[src/common/fprg_pkg.sv]
// package: constants for the fuse prom host controller
package fprg_pkg;
    localparam int ADDR_W = 5;
    localparam int DATA_W = 8;
    localparam int WORDS  = 32;
    localparam int CLK_MHZ = 100;
    // programming times, as printed, in their own units
    localparam int SIMPLE_PULSE_MS = 50;
    localparam int SIMPLE_MAX_MS   = 1000;
    localparam int BOARD_MAX_MS    = 920;
    localparam int ACCUM_MAX_MS    = 1000;
    localparam int FAST_REST_MS    = 4000;
    localparam int VERIFY_PULSE_MS = 5;
    localparam int GROUND_MIN_US   = 1;
    localparam int GROUND_MAX_US   = 5;
    localparam int READ_US         = 10;
    // cycles per millisecond and microsecond
    localparam int CYC_PER_US = CLK_MHZ;
    localparam int CYC_PER_MS = CLK_MHZ * 1000;
    localparam int PULSE_CYC  = SIMPLE_PULSE_MS * CYC_PER_MS;
    localparam int VPULSE_CYC = VERIFY_PULSE_MS * CYC_PER_MS;
    localparam int ACCUM_CYC  = ACCUM_MAX_MS * CYC_PER_MS;
    localparam int BOARD_CYC  = BOARD_MAX_MS * CYC_PER_MS;
    localparam int REST_CYC   = FAST_REST_MS * CYC_PER_MS;
    localparam int GROUND_CYC = GROUND_MIN_US * CYC_PER_US;
    localparam int READ_CYC   = READ_US * CYC_PER_US;
    localparam int CNT_W      = 32;
    // programming methods
    localparam logic [1:0] MODE_SIMPLE = 2'h0;
    localparam logic [1:0] MODE_FAST   = 2'h1;
    localparam logic [1:0] MODE_VERIFY = 2'h2;
    localparam logic [DATA_W-1:0] BLANK_WORD = 8'h00;
endpackage

[src/verilog/fprg_img_mem.sv]
// image memory: target pattern, registered read data
`timescale 1ns/1ps
module fprg_img_mem
    import fprg_pkg::*;
#(
    parameter int AW = 5,
    parameter int DW = 8
) (
    input  wire logic          CORE_CLK,  // core clock
    input  wire logic          wr_en,     // write strobe
    input  wire logic [AW-1:0] wr_addr,   // write address
    input  wire logic [DW-1:0] wr_data,   // write data
    input  wire logic [AW-1:0] rd_addr,   // read address
    output logic      [DW-1:0] rd_data    // registered read data
);
    logic [DW-1:0] mem_ff [2**AW];

    // no reset on storage: contents come from the user load port
    always_ff @(posedge CORE_CLK) begin
        if (wr_en) begin
            mem_ff[wr_addr] <= wr_data;
        end
        rd_data <= mem_ff[rd_addr];
    end
endmodule

[src/verilog/fprg_host.sv]
// host controller that reads and fuse-programs a 32x8 prom
`timescale 1ns/1ps
module fprg_host
    import fprg_pkg::*;
#(
    parameter int PULSE_CYCLES  = fprg_pkg::PULSE_CYC,
    parameter int VPULSE_CYCLES = fprg_pkg::VPULSE_CYC,
    parameter int ACCUM_CYCLES  = fprg_pkg::ACCUM_CYC,
    parameter int BOARD_CYCLES  = fprg_pkg::BOARD_CYC,
    parameter int REST_CYCLES   = fprg_pkg::REST_CYC,
    parameter int GROUND_CYCLES = fprg_pkg::GROUND_CYC,
    parameter int READ_CYCLES   = fprg_pkg::READ_CYC
) (
    input  wire logic                        CORE_CLK,       // clock
    input  wire logic                        RST_B,          // async reset
    input  wire logic                        LOAD_EN,        // image write
    input  wire logic [fprg_pkg::ADDR_W-1:0] LOAD_ADDR,      // image addr
    input  wire logic [fprg_pkg::DATA_W-1:0] LOAD_DATA,      // image data
    input  wire logic                        START,          // run pulse
    input  wire logic [1:0]                  MODE,           // method
    input  wire logic                        BOARD_LEVEL,    // wired board
    output logic                             BUSY,           // running
    output logic                             DONE,           // end pulse
    output logic                             VERIFY_FAIL,    // mismatch
    output logic [fprg_pkg::ADDR_W-1:0]      FAIL_ADDR,      // bad word
    output logic [fprg_pkg::ADDR_W-1:0]      WORD_ADDR_BIT,  // prom addr
    output logic                             SELECT_B,       // prom select
    output logic                             SUPPLY_HIGH,    // 12.5v on
    output logic                             SUPPLY_READ,    // 5v on
    output logic [fprg_pkg::DATA_W-1:0]      FUSE_DRIVE,     // bit feed
    output logic [fprg_pkg::DATA_W-1:0]      DATA_OUT_BIT_OE_B, // load en
    input  wire logic [fprg_pkg::DATA_W-1:0] DATA_OUT_BIT_I  // prom data
);
    typedef enum {
        S_IDLE, S_FETCH, S_SETUP, S_PULSE, S_GROUND, S_READ,
        S_CHECK, S_REST, S_VFETCH, S_VREAD, S_VCHECK, S_END
    } fprg_state_t;

    typedef struct packed {
        fprg_state_t        st;
        logic [1:0]         mode;
        logic               board;
        logic [ADDR_W-1:0]  addr;
        logic [2:0]         bit_idx;
        logic [CNT_W-1:0]   cnt;
        logic [CNT_W-1:0]   accum;
        logic [CNT_W-1:0]   bit_time;
        logic [DATA_W-1:0]  want;
        logic               fail;
        logic [ADDR_W-1:0]  fail_addr;
        logic               done;
        logic               verify_pass;
        logic [DATA_W-1:0]  sync1;
        logic [DATA_W-1:0]  sync2;
    } fprg_regs_t;

    fprg_regs_t   r_ff;
    fprg_regs_t   nxt_r;
    logic [DATA_W-1:0] img_data;
    logic [CNT_W-1:0]  pulse_len;
    logic [CNT_W-1:0]  pulse_cap;
    logic              want_bit;
    logic              got_bit;

    fprg_img_mem #(.AW(ADDR_W), .DW(DATA_W)) u_img (
        .CORE_CLK (CORE_CLK),
        .wr_en    (LOAD_EN & ~BUSY),
        .wr_addr  (LOAD_ADDR),
        .wr_data  (LOAD_DATA),
        .rd_addr  (r_ff.addr),
        .rd_data  (img_data)
    );

    // pulse length per method; board level trims the longest pulse
    assign pulse_cap = r_ff.board ? CNT_W'(BOARD_CYCLES)
                                  : CNT_W'(ACCUM_CYCLES);
    assign pulse_len = (r_ff.mode == MODE_VERIFY) ? CNT_W'(VPULSE_CYCLES)
                                                  : CNT_W'(PULSE_CYCLES);
    assign want_bit  = r_ff.want[r_ff.bit_idx];
    assign got_bit   = r_ff.sync2[r_ff.bit_idx];

    // next-state logic for the whole controller
    always_comb begin
        nxt_r       = r_ff;
        nxt_r.done  = 1'b0;
        // pins pass two flops before anyone looks at them
        nxt_r.sync1 = DATA_OUT_BIT_I;
        nxt_r.sync2 = r_ff.sync1;
        case (r_ff.st)
            S_IDLE: begin
                if (START) begin
                    nxt_r.mode     = MODE;
                    nxt_r.board    = BOARD_LEVEL;
                    nxt_r.addr     = '0;
                    nxt_r.accum    = '0;
                    nxt_r.fail     = 1'b0;
                    nxt_r.fail_addr = '0;
                    nxt_r.verify_pass = 1'b0;
                    nxt_r.cnt      = '0;
                    nxt_r.st       = S_FETCH;
                end
            end
            S_FETCH: begin
                // one cycle for the image read register to follow addr
                nxt_r.cnt = r_ff.cnt + 1'b1;
                if (r_ff.cnt[0]) begin
                    nxt_r.want    = img_data;
                    nxt_r.bit_idx = '0;
                    nxt_r.cnt     = '0;
                    nxt_r.st      = S_SETUP;
                end
            end
            S_SETUP: begin
                // blank bits are zero; only ones need a fuse opened
                if (want_bit) begin
                    nxt_r.cnt      = '0;
                    nxt_r.bit_time = '0;
                    nxt_r.st       = S_PULSE;
                end else if (r_ff.bit_idx == 3'(DATA_W - 1)) begin
                    nxt_r.st = S_CHECK;
                end else begin
                    nxt_r.bit_idx = r_ff.bit_idx + 1'b1;
                end
            end
            S_PULSE: begin
                nxt_r.cnt      = r_ff.cnt + 1'b1;
                nxt_r.accum    = r_ff.accum + 1'b1;
                nxt_r.bit_time = r_ff.bit_time + 1'b1;
                if (r_ff.cnt + 1'b1 >= pulse_len
                    || r_ff.bit_time + 1'b1 >= pulse_cap) begin
                    nxt_r.cnt = '0;
                    nxt_r.st  = S_GROUND;
                end
            end
            S_GROUND: begin
                // supply to ground between pulses; simple method rests
                // three pulse times once past the budget for 25% duty
                nxt_r.cnt = r_ff.cnt + 1'b1;
                if ((r_ff.mode == MODE_SIMPLE && r_ff.accum >=
                     CNT_W'(ACCUM_CYCLES)) ?
                    (r_ff.cnt + 1'b1 >= 3 * pulse_len) :
                    (r_ff.cnt + 1'b1 >= CNT_W'(GROUND_CYCLES))) begin
                    nxt_r.cnt = '0;
                    nxt_r.st  = (r_ff.mode == MODE_VERIFY) ? S_READ : S_CHECK;
                    if (r_ff.mode == MODE_FAST
                        && r_ff.accum >= CNT_W'(ACCUM_CYCLES)) begin
                        nxt_r.st = S_REST;
                    end
                end
            end
            S_READ: begin
                // lowered supply, read the bit back through the sync
                nxt_r.cnt = r_ff.cnt + 1'b1;
                if (r_ff.cnt + 1'b1 >= CNT_W'(READ_CYCLES)) begin
                    nxt_r.cnt = '0;
                    if (!got_bit && r_ff.bit_time < pulse_cap) begin
                        nxt_r.st = S_PULSE;
                    end else begin
                        nxt_r.st = (r_ff.accum >= CNT_W'(ACCUM_CYCLES))
                                   ? S_REST : S_CHECK;
                    end
                end
            end
            S_CHECK: begin
                // next bit of this word, then next word
                if (r_ff.bit_idx != 3'(DATA_W - 1)) begin
                    nxt_r.bit_idx = r_ff.bit_idx + 1'b1;
                    nxt_r.st      = S_SETUP;
                end else if (r_ff.addr != ADDR_W'(WORDS - 1)) begin
                    nxt_r.addr = r_ff.addr + 1'b1;
                    nxt_r.st   = S_FETCH;
                end else begin
                    nxt_r.addr = '0;
                    nxt_r.st   = S_VFETCH;
                end
            end
            S_REST: begin
                // all power removed, then the budget starts afresh
                nxt_r.cnt = r_ff.cnt + 1'b1;
                if (r_ff.cnt + 1'b1 >= CNT_W'(REST_CYCLES)) begin
                    nxt_r.cnt   = '0;
                    nxt_r.accum = '0;
                    nxt_r.st    = S_CHECK;
                end
            end
            S_VFETCH: begin
                nxt_r.cnt = r_ff.cnt + 1'b1;
                if (r_ff.cnt[0]) begin
                    nxt_r.want = img_data;
                    nxt_r.cnt  = '0;
                    nxt_r.st   = S_VREAD;
                end
            end
            S_VREAD: begin
                // select low at 5v; wait for the pin to settle and sync
                nxt_r.cnt = r_ff.cnt + 1'b1;
                if (r_ff.cnt + 1'b1 >= CNT_W'(READ_CYCLES)) begin
                    nxt_r.cnt = '0;
                    nxt_r.st  = S_VCHECK;
                end
            end
            S_VCHECK: begin
                // high level is a one, compare straight to the image
                if (r_ff.sync2 != r_ff.want && !r_ff.fail) begin
                    nxt_r.fail      = 1'b1;
                    nxt_r.fail_addr = r_ff.addr;
                end
                if (r_ff.addr != ADDR_W'(WORDS - 1)) begin
                    nxt_r.addr = r_ff.addr + 1'b1;
                    nxt_r.st   = S_VFETCH;
                end else begin
                    nxt_r.st = S_END;
                end
            end
            S_END: begin
                nxt_r.done = 1'b1;
                nxt_r.st   = S_IDLE;
            end
            default: begin
                nxt_r.st = S_IDLE;
            end
        endcase
    end

    // single state register
    always_ff @(posedge CORE_CLK or negedge RST_B) begin
        if (!RST_B) begin
            r_ff <= '{st: S_IDLE, mode: MODE_SIMPLE, default: '0};
        end else begin
            r_ff <= nxt_r;
        end
    end

    // pin drive: select low whenever the device is worked on
    assign BUSY          = (r_ff.st != S_IDLE);
    assign DONE          = r_ff.done;
    assign VERIFY_FAIL   = r_ff.fail;
    assign FAIL_ADDR     = r_ff.fail_addr;
    assign WORD_ADDR_BIT = r_ff.addr;
    assign SELECT_B      = (r_ff.st == S_IDLE);
    assign SUPPLY_HIGH   = (r_ff.st == S_PULSE);
    assign SUPPLY_READ   = (r_ff.st == S_READ || r_ff.st == S_VFETCH
                            || r_ff.st == S_VREAD || r_ff.st == S_VCHECK);
    // feed only the one bit being opened; no load otherwise
    always_comb begin
        FUSE_DRIVE        = BLANK_WORD;
        DATA_OUT_BIT_OE_B = {DATA_W{1'b1}};
        if (r_ff.st == S_PULSE) begin
            FUSE_DRIVE[r_ff.bit_idx]        = 1'b1;
            DATA_OUT_BIT_OE_B[r_ff.bit_idx] = 1'b0;
        end
    end
endmodule

[config.mk]
export PLATFORM = sky130hd
export DESIGN_NAME = fprg_host
export DESIGN_NICKNAME = d
export VERILOG_FILES = /design/src/common/fprg_pkg.sv /design/src/verilog/fprg_img_mem.sv /design/src/verilog/fprg_host.sv
export SDC_FILE = /design/constraint.sdc
export NUM_CORES = 1
export LEC_CHECK = 0
export BUFFER_PORTS_ARGS = -buffer_cell sky130_fd_sc_hd__buf_2
export CAP_MARGIN = 0
export CORE_UTILIZATION = 60
export CTS_CLUSTER_DIAMETER = 50
export DETAILED_ROUTE_END_ITERATION = 12
export PLACE_DENSITY_LB_ADDON = 0.15
export SETUP_SLACK_MARGIN = 0.2
export SYNTH_ARGS = -nofsm -noshare
export SYNTH_HDL_FRONTEND = slang
export SYNTH_HIERARCHICAL = 1
export SYNTH_SLANG_ARGS = --single-unit
[constraint.sdc]
create_clock -name CORE_CLK -period 5.7 [get_ports CORE_CLK]
set_clock_uncertainty 0.15 [all_clocks]
set_input_delay 0.57 -clock CORE_CLK [delete_from_list [all_inputs] [get_ports CORE_CLK]]
set_output_delay 0.57 -clock CORE_CLK [all_outputs]
set_load 0.01 [all_outputs]
==> results.txt <==
----------------------------------------------------
[Floorplanning]
  Row count ... 66
  Die area ... roughly 34000 um^2
  Die width ... 185 um
  Number of I/O pins ... 60
  Height of the die ... ~180 um
  Area of the core ... 32600 um^2
  Starting utilization of the core area ... 0.613

[Hold path]
  Type of the most critical hold path ... input port to flip-flop
  Startpoint of the most critical hold path ... BOARD_LEVEL
  Hold depth ... 2
  Hold Path End ... r_ff[136]$_DFFE_PN0P_

[Global route]
  Final global-route overflow total ... 0
  Global-route usage over all layers ... 0.277
  Largest net degree at the start of global routing ... 100
  Initial antenna violation count ... 0
  Via count of the first global-routing pass ... 12.8k
  First-pass GRT wire length ... a little over 70 mm

[Yosys]
  Distinct cells, synth ... 84
  Async S/R FF share, synth ... 0.350
  Proportion of synthesized chip area in sequential cells ... 0.570
  Leading post-synthesis cells by instance count ... edfxtp_1 (256), dfrtp_1 (142), nor2_1 (134), o21ai_0 (132), nand2_1 (125)
  Cells taking the most area after synthesis ... edfxtp_1 (38%), dfrtp_1 (18%), mux4_2 (9.5%)
  Post-synthesis sequential element count ... a little over 400
  Post-synth top area share ... 0.385
  Ys Warns ... 6
  Synthesized net count ... between 1.5k and 2k
  Post-Syn Area per Cell ... approximately 12 um^2
  Number of synthesized flops with an enable pin ... approximately 260
  Most frequent cell after synthesis ... edfxtp_1
  Yosys top cell by area ... edfxtp_1
  Flip-flop cell with the highest count after synthesis ... edfxtp_1
  Synthesized area ... 20000 um^2
  Synth Instances ... ~1.6k

[Routing]
  Average wire per standard cell ... approximately 21 um
  Post-DRT Antenna Nets ... 0
  Length of the first detailed-routing pass in iterations ... 5
  Overall via count from detail_route ... between 10k and 15k
  Initial DRC Count ... between 1k and 1.5k
  Final wirelength ... 45.7 mm
  DR vias/cell ... between 6 and 7
  Post-route DRC ... 0

[Pwr]
  PD cells ... a little under 400 nW/um^2
  Leakage power ... between 8 and 9 nW
  Largest vdd supply drop ... around 0.30 mV

[STA]
  Setup repair after global routing missed its margin ... no
  Worst Hold Margin ... 0.0733 ns
  Max Clk Rate ... around 200 MHz
  Actual transition at the worst max-transition pin ... approximately 1.1 ns
  Min Clock Period, post-route ... roughly 5 ns
  Final hold violation count ... 0
  Worst slew margin relative to its limit ... 0.295
  Finish-stage setup viols ... 0
  Final sum of negative setup slack ... 0 ns
  Post-route clock period utilization ... 0.889
  Final slew viol count ... 0

[Clock tree]
  Number of clock sinks ... 406
  Deepest clock path buffer count ... 3
  Clock transition at path regs ... 0.05 ns
  H-tree Lvls ... 2
  Clk Latency, worst-skew pair ... 0.59 ns
  CTS tree ... yes
  CTS root buf ... clkbuf_16
  Number of buffers created by CTS ... 47

[Layout]
  Final std cell area, no fill ... roughly 22000 um^2
  Number of fillers in the final layout ... between 2k and 2.5k
  Final Non-Filler Cells ... approximately 2.1k
  Fraction of final layout cells sized beyond drive strength 1 ... 0.169
  Antenna Diode Count ... 0
  Fin nets ... 1717
  Synth-to-layout area growth ... 10.7%

[Status]
  Status ... complete, no violations

[Setup path]
  FF-to-FF path depth ... 16
  Arrival @ worst endpoint ... 5.39 ns
  Worst Path Max Fanout ... 21
  Worst setup slack for register-to-register paths ... 0.63 ns
  R2R Path End ... r_ff[102]$_DFFE_PN0P_
  CP endpoint kind ... flip-flop
  Worst reg2reg startpoint ... r_ff[96]$_DFFE_PN0P_
  Critical path launch point type ... flip-flop
  CP Data Required Time ... between 6 and 7 ns
  Crit Path Category ... flip-flop to flip-flop

[Placed design]
  Area after detailed placement ... approximately 20000 um^2
  Cell count after placement ... 2025
  Global placement routability congestion ... between 0.9 and 1
  HPWL reported at the end of detailed placement ... between 20 and 30 mm
  Port Buffers ... 59

[Run]
  Max-cap violation count ... 0

----------------------------------------------------
==> flip-flops by register name, summed over array words and instances, names as in the netlist <==
name / flops
WORD_ADDR_BIT: 5
VERIFY_FAIL: 1
FAIL_ADDR: 5
DONE: 1
r_ff: 122
nxt_r: 8
u_img/mem_ff: 256
u_img/rd_data: 8
==> logic make-up after synthesis <==
group / share of synthesized area
flops: 0.570
buf+inv: 0.0333
fa+ha+maj: 0.0275
mux: 0.112
compound gates: 0.101
xor+xnor: 0.0210
simple gates: 0.135
==> through the flow <==
stage	util	setup slack [ns]	total power, mW
after floorplan	-	1.45	5.07
after global placement	0.628	0.624	5.64
after detailed placement	0.628	0.420	5.70
after CTS	0.677	0.410	8.63
after global routing	0.678	0.303	8.94
final	0.678	0.632	8.56
==> metal layers <==
layer / vias to the layer above / global-route usage / share of wire
met2: 458 / 0.459 / 0.50
met3: 82 / 0.0381 / 0.055
li1: 6224 / - / -
met5: - / 0 / 0
met1: 6779 / 0.375 / 0.42
met4: 0 / 0.0990 / 0.029
==> worst max-delay path by stage <==
stage	from	end	slack [ns]	depth (start not counted)
2_1_floorplan	r_ff[97]$_DFFE_PN0P_	r_ff[140]$_DFFE_PN0P_	1.45	17
3_3_place_gp	r_ff[96]$_DFFE_PN0P_	r_ff[102]$_DFFE_PN0P_	0.62	17
3_5_place_dp	r_ff[96]$_DFFE_PN0P_	r_ff[102]$_DFFE_PN0P_	0.42	17
4_1_cts	r_ff[96]$_DFFE_PN0P_	r_ff[102]$_DFFE_PN0P_	0.41	17
5_1_grt	r_ff[96]$_DFFE_PN0P_	r_ff[102]$_DFFE_PN0P_	0.30	18
6_report	r_ff[96]$_DFFE_PN0P_	r_ff[102]$_DFFE_PN0P_	0.63	16
==> layout by cell type, fill, tap and decap left out, drive strengths merged, types with 5 or more instances in the layout <==
cell	n
and4	10
and2	16
mux2i	9
nor4	17
o21ai	133
buf	78
o211ai	6
a31oi	25
nand2b	6
ha	44
nand3b	10
dfrtp	142
dlygate4sd3	9
nor4b	5
mux4	84
a22o	5
a211oi	5
nand2	125
clkbuf	62
mux2	22
nand3	74
a21o	11
nor2b	5
a21oi	60
edfxtp	256
xor2	17
dfxtp	8
nor3	27
inv	51
or3	14
xnor2	31
o31ai	26
nand4	34
clkinv	17
and3	26
nor2	134
==> timing repair <==
item,CTS,global route
hold buffers,9,0
endpoints found under the hold margin,41,0
gates resized for setup,0,1
endpoints found under the setup margin,0,17
setup buffers,0,4
==> critical path: stages (launching register included) <==
cell	delay, ns
dfrtp_1	0.55
ha_1	0.44
and4_1	0.39
nand3_2	0.21
o31ai_2	0.41
nand2b_1	0.13
ha_1	0.34
and4_1	0.26
nand4b_1	0.12
a221o_1	0.36
a2111oi_1	0.35
o22ai_1	0.14
a41oi_2	0.26
o211ai_4	0.25
buf_4	0.28
a21boi_0	0.14
a21o_1	0.17
==> cell type report <==
type	instances	area, um^2	share of cell area
tap	442	553	0.0250
clock buffer	62	1290	0.0585
sequential	406	11400	0.515
clock inverter	26	230	0.0104
multi-input combinational	1057	7940	0.359
timing repair buffer	87	534	0.0241
inverter	46	173	0.00780
==> power by group <==
group | leakage [nW] | total, mW | internal, mW | switching (mW)
Sequential | 4.27 | 3.62 | 3.28 | 0.341
Clock | 0.742 | 2.91 | 1.67 | 1.24
Combinational | 3.21 | 2.03 | 0.906 | 1.12
No activity file was read; power rests on OpenSTA's default activity.
